`src/afp_pkg.sv`:
```
package afp_pkg;
	localparam int NCH = 4;

	// clip/warning output source selection
	typedef enum logic [1:0] {
		SRC_CLIP  = 2'h0,
		SRC_WARN  = 2'h1,
		SRC_BOTH  = 2'h2,
		SRC_TWEET = 2'h3
	} afp_src_type;
	localparam afp_src_type SRC_RESET = SRC_WARN;

	// device register indices (byte offsets on the control link)
	localparam logic [7:0] REG_FAULT  = 8'h00; // latched fault flags, write 1 clears
	localparam logic [7:0] REG_OVERCURRENT_SHUTDOWN   = 8'h01; // per-channel overcurrent shutdown flags
	localparam logic [7:0] REG_DC     = 8'h02; // per-channel dc detect flags
	localparam logic [7:0] REG_TEMP   = 8'h04; // warning levels in bits 7..5
	localparam logic [7:0] REG_CTRL   = 8'h0a; // clip source and dc shutdown enable
	localparam logic [7:0] REG_DCTIME = 8'h0b; // dc persistence, in 1 us ticks
	localparam logic [7:0] REG_PLAY   = 8'h0c; // write 1 to restart a channel

	// fault register bit positions
	localparam int FB_OC    = 0;
	localparam int FB_DC    = 1;
	localparam int FB_OVERTEMP_SHUTDOWN  = 2;
	localparam int FB_UVP   = 3;
	localparam int FB_UVA   = 4;
	localparam int FB_UVC   = 5;
	localparam int FB_OV    = 6;
	localparam int FB_LDUMP = 7;

	// temperature register field and control fields
	localparam int TEMP_LSB  = 5;
	localparam int CTRL_DCEN = 2;

	// timing
	localparam int CLK_MHZ      = 100;
	localparam int OVERCURRENT_SHUTDOWN_MIN_US  = 200;
	localparam int OVERCURRENT_SHUTDOWN_MAX_US  = 390;
	localparam int OVERCURRENT_SHUTDOWN_CYC     = OVERCURRENT_SHUTDOWN_MIN_US * CLK_MHZ; // shut down at the earliest point
	localparam int US_CYC       = CLK_MHZ;
	localparam logic [7:0] DCTIME_RESET = 8'h0a;
endpackage

```
`src/afp_link_if.sv`:
```
`timescale 1ns/1ns
// register link between amplifier monitor and host controller
interface afp_link_if;
	import afp_pkg::*;
	logic       req;
	logic       we;
	logic [7:0] addr;
	logic [7:0] wdata;
	logic       ack;
	logic [7:0] rdata;
	logic       rdataEn;   // device drives read data; low during power-on reset
	logic       faultOut;
	logic       clipWarnOut;

	modport dev  (input req, we, addr, wdata, output ack, rdata, rdataEn, faultOut, clipWarnOut);
	modport host (output req, we, addr, wdata, input ack, rdata, rdataEn, faultOut, clipWarnOut);
endinterface

```
`src/afp_persist.sv`:
```
`timescale 1ns/1ns
// counts how long a level has stood; fires once it has held for limit plus one ticks
module afp_persist #(
	parameter int W = 8
) (
	input  wire logic         core_clk,
	input  wire logic         rst_b,
	input  wire logic         tick,
	input  wire logic         level,
	input  wire logic [W-1:0] limit,
	output      logic         fired
);
	import afp_pkg::*;
	// a counter without bits cannot hold any persistence time
	if (W < 1) begin : g_bad_w
		$error("afp_persist: W must be at least 1");
	end
	typedef struct packed {
		logic [W-1:0] cnt;
		logic         fired;
	} afp_pst_type;
	afp_pst_type st_reg, st_next;

	// any drop of the level restarts the count
	always_comb begin
		st_next = st_reg;
		if (!level) begin
			st_next.cnt = '0;
			st_next.fired = 1'b0;
		end else if (tick && !st_reg.fired) begin
			if (st_reg.cnt >= limit) st_next.fired = 1'b1;
			else st_next.cnt = st_reg.cnt + 1'b1;
		end
	end

	always_ff @(posedge core_clk or negedge rst_b) begin
		if (!rst_b) st_reg <= '0;
		else st_reg <= st_next;
	end
	assign fired = st_reg.fired;
endmodule // afp_persist

```
`src/afp_device.sv`:
```
// The Wishbone interface to the registers and the placing of the registers were left to the implementer.
`timescale 1ns/1ns
// Behaviour
// - average overcurrent trims pulse, channel keeps playing
// - peak short shuts channel in window
// - overcurrent shutdown raises fault, records channel
// - brief peak limit returns without record
// - dc offset held for programmed time triggers
// - dc shutdown optional, only that channel
// - clip output holds while any full duty
// - clip output source selectable four ways
// - after reset source is temperature warning
// - warning source asserts at 125 degrees
// - three warning levels in status bits 7..5
// - 155 degrees floats all outputs, raises fault
// - shutdown releases at 145, outputs return without host restart
// - undervoltage raises fault, flags supply
// - power-on reset floats control link
// - overvoltage raises fault, records it
// - load dump shuts down until host restart
// - faults float outputs immediately, no ramp
// - host clears faults and restarts channels
module afp_device #(
	parameter int OVERCURRENT_SHUTDOWN_CYCLES = afp_pkg::OVERCURRENT_SHUTDOWN_CYC
) (
	input  wire logic                   core_clk,
	input  wire logic                   rst_b,
	afp_link_if.dev                     link,
	input  wire logic [afp_pkg::NCH-1:0] avgOverCur,    // average current over threshold
	input  wire logic [afp_pkg::NCH-1:0] peakOverCur,   // peak detector
	input  wire logic [afp_pkg::NCH-1:0] dcPos,         // offset above positive threshold
	input  wire logic [afp_pkg::NCH-1:0] dcNeg,         // offset below negative threshold
	input  wire logic [afp_pkg::NCH-1:0] fullDuty,      // pwm at full duty cycle
	input  wire logic [afp_pkg::NCH-1:0] tweetDetect,
	input  wire logic [2:0]              tempWarnRaw,   // comparators 125/135/145 rising
	input  wire logic [2:0]              tempWarnFall,  // same, minus 10 degree hysteresis
	input  wire logic                    tempShutHi,    // at or above 155
	input  wire logic                    tempShutLo,    // still above 145
	input  wire logic                    uvPower,
	input  wire logic                    uvAnalog,
	input  wire logic                    uvPump,
	input  wire logic                    ovPower,
	input  wire logic                    loadDump,
	output      logic [afp_pkg::NCH-1:0] pulseCutOut,   // terminate current pwm pulse
	output      logic [afp_pkg::NCH-1:0] outputFloat    // channel in output_float_state
);
	import afp_pkg::*;

	// the peak timer must not run past the shutdown window; 16 bits hold the longest
	if (OVERCURRENT_SHUTDOWN_CYCLES < 1 || OVERCURRENT_SHUTDOWN_CYCLES > OVERCURRENT_SHUTDOWN_MAX_US * CLK_MHZ) begin : g_bad_overcurrent_shutdown
		$error("afp_device: OVERCURRENT_SHUTDOWN_CYCLES outside shutdown window");
	end

	typedef struct packed {
		logic [NCH-1:0]   cut;
		logic [NCH-1:0]   chOff;       // channel held off until host restart
		logic [NCH-1:0]   ocFlag;
		logic [NCH-1:0]   dcFlag;
		logic [7:0]       fault;
		logic [2:0]       warn;
		logic             overtemp_shutdown;
		logic             ldump;
		logic             dcShutEn;
		afp_src_type      src;
		logic [7:0]       dcTime;
		logic [6:0]       usCnt;
		logic             ack;
		logic [7:0]       rdata;
		logic             rdEn;
		logic             faultPin;
		logic             clipPin;
		logic [NCH-1:0]   floatOut;
	} afp_dev_type;
	afp_dev_type st_reg, st_next;

	logic [NCH-1:0] ocFire;
	logic [NCH-1:0] dcFire;
	logic           usTick;
	assign usTick = (st_reg.usCnt == 7'(US_CYC - 1));

	// per-channel persistence: peak short timing and dc offset timing
	genvar gi;
	for (gi = 0; gi < NCH; gi++) begin : g_ch
		afp_persist #(.W(16)) u_oc (
			.core_clk (core_clk),
			.rst_b    (rst_b),
			.tick     (1'b1),
			.level    (peakOverCur[gi] && !st_reg.chOff[gi]),
			.limit    (16'(OVERCURRENT_SHUTDOWN_CYCLES - 1)),
			.fired    (ocFire[gi])
		);
		afp_persist #(.W(8)) u_dc (
			.core_clk (core_clk),
			.rst_b    (rst_b),
			.tick     (usTick),
			.level    ((dcPos[gi] || dcNeg[gi]) && !st_reg.chOff[gi]),
			.limit    (st_reg.dcTime),
			.fired    (dcFire[gi])
		);
	end

	// write-one-to-clear with set winning over clear
	function automatic logic [7:0] w1c(input logic [7:0] cur, input logic [7:0] clr,
		input logic [7:0] set);
		w1c = (cur & ~clr) | set;
	endfunction

	always_comb begin
		logic [7:0] setF;
		logic [7:0] clrF;
		logic [NCH-1:0] clrOc;
		logic [NCH-1:0] clrDc;
		logic [NCH-1:0] restart;
		logic [NCH-1:0] newDcOff;
		logic anyClip;
		logic warnLvl;
		logic globalOff;
		st_next = st_reg;
		setF = '0;
		anyClip = 1'b0;
		warnLvl = 1'b0;
		globalOff = 1'b0;
		clrF = '0;
		clrOc = '0;
		clrDc = '0;
		restart = '0;
		newDcOff = st_reg.dcShutEn ? dcFire : '0;
		st_next.usCnt = usTick ? '0 : st_reg.usCnt + 7'h01;
		st_next.cut = avgOverCur; // trims pulse only, never shuts down

		// warning levels with hysteresis
		for (int i = 0; i < 3; i++) begin
			if (tempWarnRaw[i]) st_next.warn[i] = 1'b1;
			else if (!tempWarnFall[i]) st_next.warn[i] = 1'b0;
		end
		if (tempShutHi) st_next.overtemp_shutdown = 1'b1;
		else if (!tempShutLo) st_next.overtemp_shutdown = 1'b0;
		if (loadDump) st_next.ldump = 1'b1;

		// register access, one cycle answer
		st_next.ack = 1'b0;
		if (link.req && !st_reg.ack) begin
			st_next.ack = 1'b1;
			if (link.we) begin
				case (link.addr)
					REG_FAULT:  clrF = link.wdata;
					REG_OVERCURRENT_SHUTDOWN:   clrOc = link.wdata[NCH-1:0];
					REG_DC:     clrDc = link.wdata[NCH-1:0];
					REG_CTRL: begin
						st_next.src = afp_src_type'(link.wdata[1:0]);
						st_next.dcShutEn = link.wdata[CTRL_DCEN];
					end
					REG_DCTIME: st_next.dcTime = link.wdata;
					REG_PLAY: begin
						restart = link.wdata[NCH-1:0];
						if (!loadDump) st_next.ldump = 1'b0;
					end
					default: ;
				endcase
			end else begin
				case (link.addr)
					REG_FAULT:  st_next.rdata = st_reg.fault;
					REG_OVERCURRENT_SHUTDOWN:   st_next.rdata = 8'(st_reg.ocFlag);
					REG_DC:     st_next.rdata = 8'(st_reg.dcFlag);
					REG_TEMP:   st_next.rdata = {st_reg.warn, 5'h00};
					REG_CTRL:   st_next.rdata = {5'h00, st_reg.dcShutEn, st_reg.src};
					REG_DCTIME: st_next.rdata = st_reg.dcTime;
					default:    st_next.rdata = 8'h00;
				endcase
			end
		end

		// latched flags: set wins over clear
		setF[FB_OC]    = |ocFire;
		setF[FB_DC]    = |dcFire;
		setF[FB_OVERTEMP_SHUTDOWN]  = tempShutHi;
		setF[FB_UVP]   = uvPower;
		setF[FB_UVA]   = uvAnalog;
		setF[FB_UVC]   = uvPump;
		setF[FB_OV]    = ovPower;
		setF[FB_LDUMP] = loadDump;
		st_next.fault  = w1c(st_reg.fault, clrF, setF);
		st_next.ocFlag = NCH'(w1c(8'(st_reg.ocFlag), 8'(clrOc), 8'(ocFire)));
		st_next.dcFlag = NCH'(w1c(8'(st_reg.dcFlag), 8'(clrDc), 8'(dcFire)));
		st_next.chOff  = (st_reg.chOff & ~restart) | ocFire | newDcOff;

		// shared clip/warning output
		anyClip = |fullDuty;
		warnLvl = st_reg.warn[0]; // 125 degree level
		case (st_reg.src)
			SRC_CLIP:  st_next.clipPin = anyClip;
			SRC_WARN:  st_next.clipPin = warnLvl;
			SRC_BOTH:  st_next.clipPin = anyClip || warnLvl;
			SRC_TWEET: st_next.clipPin = |tweetDetect;
			default:   st_next.clipPin = 1'b0;
		endcase

		// outputs float at once on any fault except dc detect with dc shutdown off, with no gain ramp
		globalOff = st_reg.overtemp_shutdown || st_reg.ldump || uvPower || uvAnalog || uvPump || ovPower;
		st_next.floatOut = st_next.chOff | {NCH{globalOff}};
		st_next.faultPin = |ocFire || |newDcOff || st_reg.overtemp_shutdown || st_reg.ldump
			|| uvPower || uvAnalog || uvPump || ovPower || (|st_reg.chOff);
		st_next.rdEn = 1'b1; // link released once out of reset
	end

	always_ff @(posedge core_clk or negedge rst_b) begin
		if (!rst_b) begin
			st_reg <= '0;
			st_reg.src <= SRC_RESET;
			st_reg.dcTime <= DCTIME_RESET;
		end else begin
			st_reg <= st_next;
		end
	end

	assign link.ack = st_reg.ack;
	assign link.rdata = st_reg.rdata;
	assign link.rdataEn = st_reg.rdEn; // low in reset
	assign link.faultOut = st_reg.faultPin;
	assign link.clipWarnOut = st_reg.clipPin;
	assign pulseCutOut = st_reg.cut;
	assign outputFloat = st_reg.floatOut;
endmodule // afp_device

```
`src/flat_wrapper.sv`:
```
// flat-port wrapper written by rule: the top's interface ports become plain ports
module afp_device_flat import afp_pkg::*;
#(
	parameter int OVERCURRENT_SHUTDOWN_CYCLES = afp_pkg::OVERCURRENT_SHUTDOWN_CYC
)
  (core_clk, rst_b, avgOverCur, peakOverCur, dcPos, dcNeg, fullDuty, tweetDetect, tempWarnRaw, tempWarnFall, tempShutHi, tempShutLo, uvPower, uvAnalog, uvPump, ovPower, loadDump, pulseCutOut, outputFloat, link_req, link_we, link_addr, link_wdata, link_ack, link_rdata, link_rdataEn, link_faultOut, link_clipWarnOut);
  afp_link_if link_i ();
  input  wire logic core_clk;
  input  wire logic rst_b;
  input  wire logic [afp_pkg::NCH-1:0] avgOverCur;
  input  wire logic [afp_pkg::NCH-1:0] peakOverCur;
  input  wire logic [afp_pkg::NCH-1:0] dcPos;
  input  wire logic [afp_pkg::NCH-1:0] dcNeg;
  input  wire logic [afp_pkg::NCH-1:0] fullDuty;
  input  wire logic [afp_pkg::NCH-1:0] tweetDetect;
  input  wire logic [2:0] tempWarnRaw;
  input  wire logic [2:0] tempWarnFall;
  input  wire logic tempShutHi;
  input  wire logic tempShutLo;
  input  wire logic uvPower;
  input  wire logic uvAnalog;
  input  wire logic uvPump;
  input  wire logic ovPower;
  input  wire logic loadDump;
  output      logic [afp_pkg::NCH-1:0] pulseCutOut;
  output      logic [afp_pkg::NCH-1:0] outputFloat;
  input wire logic [$bits(link_i.req)-1:0] link_req;
  input wire logic [$bits(link_i.we)-1:0] link_we;
  input wire logic [$bits(link_i.addr)-1:0] link_addr;
  input wire logic [$bits(link_i.wdata)-1:0] link_wdata;
  output wire logic [$bits(link_i.ack)-1:0] link_ack;
  output wire logic [$bits(link_i.rdata)-1:0] link_rdata;
  output wire logic [$bits(link_i.rdataEn)-1:0] link_rdataEn;
  output wire logic [$bits(link_i.faultOut)-1:0] link_faultOut;
  output wire logic [$bits(link_i.clipWarnOut)-1:0] link_clipWarnOut;
  assign link_i.req = link_req;
  assign link_i.we = link_we;
  assign link_i.addr = link_addr;
  assign link_i.wdata = link_wdata;
  assign link_ack = link_i.ack;
  assign link_rdata = link_i.rdata;
  assign link_rdataEn = link_i.rdataEn;
  assign link_faultOut = link_i.faultOut;
  assign link_clipWarnOut = link_i.clipWarnOut;
  afp_device #(.OVERCURRENT_SHUTDOWN_CYCLES(OVERCURRENT_SHUTDOWN_CYCLES)) u_core (.core_clk(core_clk), .rst_b(rst_b), .link(link_i), .avgOverCur(avgOverCur), .peakOverCur(peakOverCur), .dcPos(dcPos), .dcNeg(dcNeg), .fullDuty(fullDuty), .tweetDetect(tweetDetect), .tempWarnRaw(tempWarnRaw), .tempWarnFall(tempWarnFall), .tempShutHi(tempShutHi), .tempShutLo(tempShutLo), .uvPower(uvPower), .uvAnalog(uvAnalog), .uvPump(uvPump), .ovPower(ovPower), .loadDump(loadDump), .pulseCutOut(pulseCutOut), .outputFloat(outputFloat));
endmodule
```
`config.mk`:
```
export PLATFORM = sky130hd
export DESIGN_NAME = afp_device_flat
export DESIGN_NICKNAME = d
export VERILOG_FILES = /design/src/afp_pkg.sv /design/src/afp_link_if.sv /design/src/afp_persist.sv /design/src/afp_device.sv /design/src/flat_wrapper.sv
export SDC_FILE = /design/constraint.sdc
export NUM_CORES = 1
export LEC_CHECK = 0
export ABC_CLOCK_PERIOD_IN_PS = 5900
export BUFFER_PORTS_ARGS = -buffer_cell sky130_fd_sc_hd__buf_2
export CORE_ASPECT_RATIO = 1.2
export CORE_UTILIZATION = 25
export DETAILED_ROUTE_END_ITERATION = 7
export PLACE_DENSITY = 0.39
export SLEW_MARGIN = 20
export SYNTH_ARGS = -nofsm -noshare
export SYNTH_HDL_FRONTEND = slang
export SYNTH_HIERARCHICAL = 1
export SYNTH_SLANG_ARGS = --single-unit
```
`constraint.sdc`:
```
create_clock -name core_clk -period 5.9 [get_ports core_clk]
set_input_delay 0.59 -clock core_clk [delete_from_list [all_inputs] [get_ports core_clk]]
set_output_delay 0.59 -clock core_clk [all_outputs]
set_load 0.005 [all_outputs]
```
Word level (Yosys, flattened, before mapping)
Cells that the tools add are included.
- flip-flop bits (word level): 167
- output and inout port bits: 20
- logic and storage cells: 230
- add/sub/neg operators: 9
- magnitude comparators: 8
- equal/unequal tests: 34
- muxes and demuxes: 65
- bitwise logic cells: 15
- reductions and logical operators: 63
- operator list (operator ; count):
    $mux W17 ; 8
    $mux W9 ; 9
    $mux W8 ; 9
    $add A16 B1 Y16 const B ; 4
    $ge A16 B15 Y1 const B ; 4
    $mux W16 ; 4
    $pmux W8 S6 ; 1
    $mux W4 ; 10
    $add A8 B1 Y8 const B ; 4
    $ge A8 B8 Y1 ; 4
    $ne A2 B2 Y1 const B ; 16
    $reduce_and A2 Y1 ; 13
    $eq A8 B4 Y1 const B ; 3
    $mux W12 ; 2
    $reduce_or A4 Y1 ; 6
    $or A4 B4 Y4 ; 5
    $mux W1 ; 19
    $logic_or A1 B1 Y1 ; 18
    $ne A2 B1 Y1 const B ; 8
    $logic_and A1 B1 Y1 ; 13
    $and A4 B4 Y4 ; 3
    $not A4 Y4 ; 3
    $logic_not A1 Y1 ; 9
    $and A8 B8 Y8 ; 1
    16 further kinds ; 18

Depth between registers and ports, before layout
- depth in word-level cells: 10
- mapped depth: 10

By module
The synthesis kept the hierarchy.
- by module, submodules not included (module ; times used ; cells each ; area an instance (sq um)):
    afp_persist at u_core.g_ch[0].u_oc ... ; 4 ; 150 ; 1265.0
    afp_device ; 1 ; 272 ; 2980.4
    afp_persist at u_core.g_ch[0].u_dc ... ; 4 ; 72 ; 645.6

Worst setup path before layout
No wires, ideal clock.
- kind: flip-flop to flip-flop
- start point: register u_core/st_reg[16] (netlist bit)
- end point: register u_core/g_ch[0].u_dc/st_reg[8] (netlist bit)
- setup time: 0.078 ns
- arrival time: 2.528 ns
- data required time: 5.822 ns
- slack: 3.294 ns
- stages on the path, launching flop included: 9
- buffers on the path: 0
- cell sequence: dfrtp_1 -> ha_1 -> nand3_1 -> nor3b_1 -> inv_1 -> a2111oi_2 -> o31ai_1 -> or4_1 -> a21oi_1
- word-level cells in the longest chain between the ends: 4
- RTL lines (item ; RTL line ; RTL):
    from (decl) ; afp_device.sv:74 ; afp_dev_type st_reg, st_next;
    from (signal assigned) ; afp_device.sv:212 ; st_reg <= st_next;
    $eq A7 B7 Y1 ; afp_device.sv:79 ; assign usTick = (st_reg.usCnt == 7'(US_CYC - 1));
    via u_core.usTick ; afp_device.sv:78 ; logic usTick;
    $logic_and A1 B1 Y1 ; afp_persist.sv:30 ; end else if (tick && !st_reg.fired) begin
    $ne A2 B1 Y1 (no source line) ; -- ;
    $reduce_and A2 Y1 (no source line) ; -- ;
    to (signal assigned) ; afp_persist.sv:38 ; else st_reg <= st_next;
    to (decl) ; afp_persist.sv:22 ; afp_pst_type st_reg, st_next;
The timed path passes the listed nets, and every way through them passes these cells.
A chain may end at the register's enable or synchronous reset.

Worst setup path after layout
- start point: register u_core/g_ch[3].u_oc/st_reg[1] (netlist bit)
- end point: register u_core/g_ch[3].u_oc/st_reg[10] (netlist bit)
- word-level cells in the longest chain between the ends: 4
- elaborated cells between the ends (all ways): 7
- those cells by class: 1 x add/sub; 1 x order compare; 1 x eq/ne; 3 x mux; 1 x reduce/logical
- RTL lines (item ; RTL line ; RTL):
    from (decl) ; afp_persist.sv:22 ;
    from (signal assigned) ; afp_persist.sv:38 ;
    $add A16 B1 Y16 ; afp_persist.sv:32 ; else st_next.cnt = st_reg.cnt + 1'b1;
    $mux W16 ; afp_persist.sv:31 ; if (st_reg.cnt >= limit) st_next.fired = 1'b1;
    $mux W17 ; afp_persist.sv:30 ;
    $mux W17 ; afp_persist.sv:27 ; if (!level) begin
Several ways; a longest one is shown, not always the timed one. The select of a mux whose other input is x is not followed.

==> summary.txt <==
Outcome
  – Status: completed

Logic synthesis
  – Average size of a mapped cell: 9.157 um^2
  – Post-synthesis sequential area ratio: 0.3938
  – Synth area leader: dfrtp_1
  – Most frequent cells after synthesis: 164 x dfrtp_1, 134 x inv_1, 109 x a21oi_1
  – Top cells by area, synth: dfrtp_1 39%, ha_1 12%, a21oi_1 5.1%
  – Cells after Synth: 1160
  – Number of warnings issued by yosys: 6
  – Mapped Area: 0.01062 mm^2
  – Most numerous cell in the Yosys netlist: dfrtp_1
  – Yosys cell types: 58
  – Ys flop type: dfrtp_1
  – EDFF count, synth: 0
  – Flops & latches, synth: 167
  – Area fraction of the dominant cell type after synthesis: 0.3863
  – Ys async rst share: 1.000

Worst hold path
  – Hold Crit Class: in -> async

Detailed routing
  – # DRC: 0
  – 1st-iter DRT viols: 332
  – Wire length per cell: 15.34 um
  – Router iterations before antenna repair: 5
  – Via count: 8643
  – Vias per Instance: 4.669
  – DRT antenna net count: 0
  – WL final: 28390 um

Critical path
  – WP data required: 6270 ps
  – Setup CP Type: reg -> reg
  – Reg-to-reg startpoint: u_core/g_ch[3].u_oc/st_reg[1]
  – Worst Path Max Fanout: 19
  – Crit path capture type: flip-flop
  – Worst reg2reg path endpoint: u_core/g_ch[3].u_oc/st_reg[10]
  – Reg2Reg Setup Slack: 2910 ps
  – CP Capture Point: u_core/g_ch[3].u_oc/st_reg[10]
  – Worst reg-to-reg path cell count: 9
  – Startpoint types: flip-flop
  – Launch point of the worst path: u_core/g_ch[3].u_oc/st_reg[1]
  – CP arrival: 3350 ps

Clock tree
  – Post-CTS Hold Buffers: 0
  – CTS sink cnt: 167
  – Clk_lat worst skew: 460 ps
  – Clock-pin slew on the worst setup and hold paths: 70 ps
  – TritonCTS clock tree: built
  – Resize count post-CTS: 0
  – Setup bufs post-CTS: 0
  – H-tree levels: 4
  – Clk root buf: clkbuf_16
  – Clk buf depth: 2
  – Num CTS Buffers: 17

STA
  – Final worst-path cycle share: 0.5063
  – Hold violation count in the final report: 0
  – Pins Over Slew Limit: 0
  – Clk_skew: 16.58 ps
  – Min cycle time layout: 2987 ps
  – Total Negative Setup Slacks: 0 ps
  – Worst-Margin Slew: 719.8 ps
  – Unrepaired setup endpoints after global routing: no
  – Final setup fails: 0
  – Fmax: 0.3348 GHz
  – Rel. slew slack: 0.5202

Floorplanning
  – Height of the die: 227.8 um
  – Die Footprint: 0.04332 mm^2
  – Row Count: 82
  – Num ports: 77
  – Die X: 190.2 um
  – Initial Utilization: 0.2538
  – Core box area: 0.04186 mm^2

Cells and area
  – Max FFs per register: 64
  – P&R area growth vs syn: 16.24%
  – Post-Layout Inst Area: 0.01235 mm^2
  – Nets: 1454
  – Layout cell share with drive strength beyond 1: 0.1287
  – Antenna Cells: 0
  – Fillers: 4457
  – Post-Layout Cell Count: 1851

Job
  – MaxCap Viol Count: 0

Placement
  – HPWL Detailed: 20950 um
  – Dpl cells: 1815
  – Placer Congestion: 0.7506
  – Placed cell area: 0.01176 mm^2
  – Port bufs: 76

Global route
  – Grt peak-use layer: met2
  – Grt met1 use: 0.1733
  – First-pass GRT wire length: 46440 um
  – Total GRT Usage: 0.1378
  – Met3 Use GR: 0.02862
  – Largest net degree at the start of global routing: 80
  – Grt total ovfl: 0
  – Met2 Track Usage GR: 0.2336
  – Vias in the first global route: 8512
  – Initial antenna violation count: 3

Pwr
  – Pleak: 5.347 nW
  – Pwr Total: 2.418 mW
  – Pwr dens: 195.8 mW/mm^2
  – Peak supply drop: 0.2255 mV
-- per-stage QoR --
step / setup slack (ps) / utilization / hold WS (ps)
6_report: 2913 / 0.2950 / 175.9
4_1_cts: 2455 / 0.2939 / 204.1
2_1_floorplan: 3294 / - / 294.4
3_5_place_dp: 2492 / 0.2809 / 465.5
5_1_grt: 2626 / 0.2950 / 214.4
3_3_place_gp: 2515 / 0.2809 / 461.3
-- cell usage in the layout, fill, tap and decap left out, types with 28 or more instances in the layout --
cell and n:
a21oi_1 109, nand2_1 74, nand3_1 63, conb_1 73, or4_1 30, inv_1 134
o31ai_1 34, nor2_1 55, o21ai_0 41, dfrtp_1 164, ha_1 105, buf_2 75
or3_1 50, o21ai_1 28
-- power by group --
group	total (mW)	internal, mW	switching [mW]
combinational	0.159	0.0554	0.103
sequential	1.16	1.15	0.00956
clock	1.10	0.548	0.549
total	2.42	1.76	0.662
-- area by class of cell --
cell class                 instances  area, um^2  share of cell area
timing repair buffer              87       486.7             0.03942
clock buffer                      17       425.4             0.03445
multi-input combinational        885        5948              0.4817
inverter                         134       503.0             0.04073
tap                              546       683.2             0.05532
sequential                       167        4183              0.3387
clock inverter                    15       118.9            0.009626
-- worst min-delay path by stage --
stage,endpoint,slack [ps]
6_report,u_core/g_ch[3].u_oc/st_reg[16],180
4_1_cts,u_core/g_ch[3].u_oc/st_reg[16],200
3_3_place_gp,u_core/st_reg[45],460
3_5_place_dp,u_core/st_reg[43],470
5_1_grt,u_core/pulseCutOut[1],210
2_1_floorplan,u_core/g_ch[0].u_dc/fired,290
-- per-layer routing --
metal,vias up,part of all wire,routed length (um)
li1,4370,-,-
met1,4126,0.46,13160
met2,109,0.49,13810
met3,32,0.032,901
met4,6,0.017,479
met5,-,0.0012,35
-- logic make-up (layout without fill, tap and decap cells) --
logic type | after synthesis | in the layout | synth area share
AND/OR/NAND/NOR | 364 | 364 | 0.1880
AO/OA/AOI/OAI | 305 | 305 | 0.1869
buffers and inverters | 179 | 253 | 0.07138
flip-flops | 167 | 167 | 0.3938
adder cells (fa/ha/maj) | 105 | 105 | 0.1237
multiplexers | 26 | 26 | 0.02568
XOR/XNOR | 12 | 12 | 0.009894
other | 2 | 73 | 0.0007070
-- critical path, stage by stage (launching register included) --
cell,delay [ps]
dfrtp_1,410
inv_1,100
ha_1,230
nand2b_1,140
a2111o_1,420
a41oi_2,190
nand4b_1,430
buf_6,330
or4_1,500
a21oi_1,150
Power figures use the tool's default switching activity.
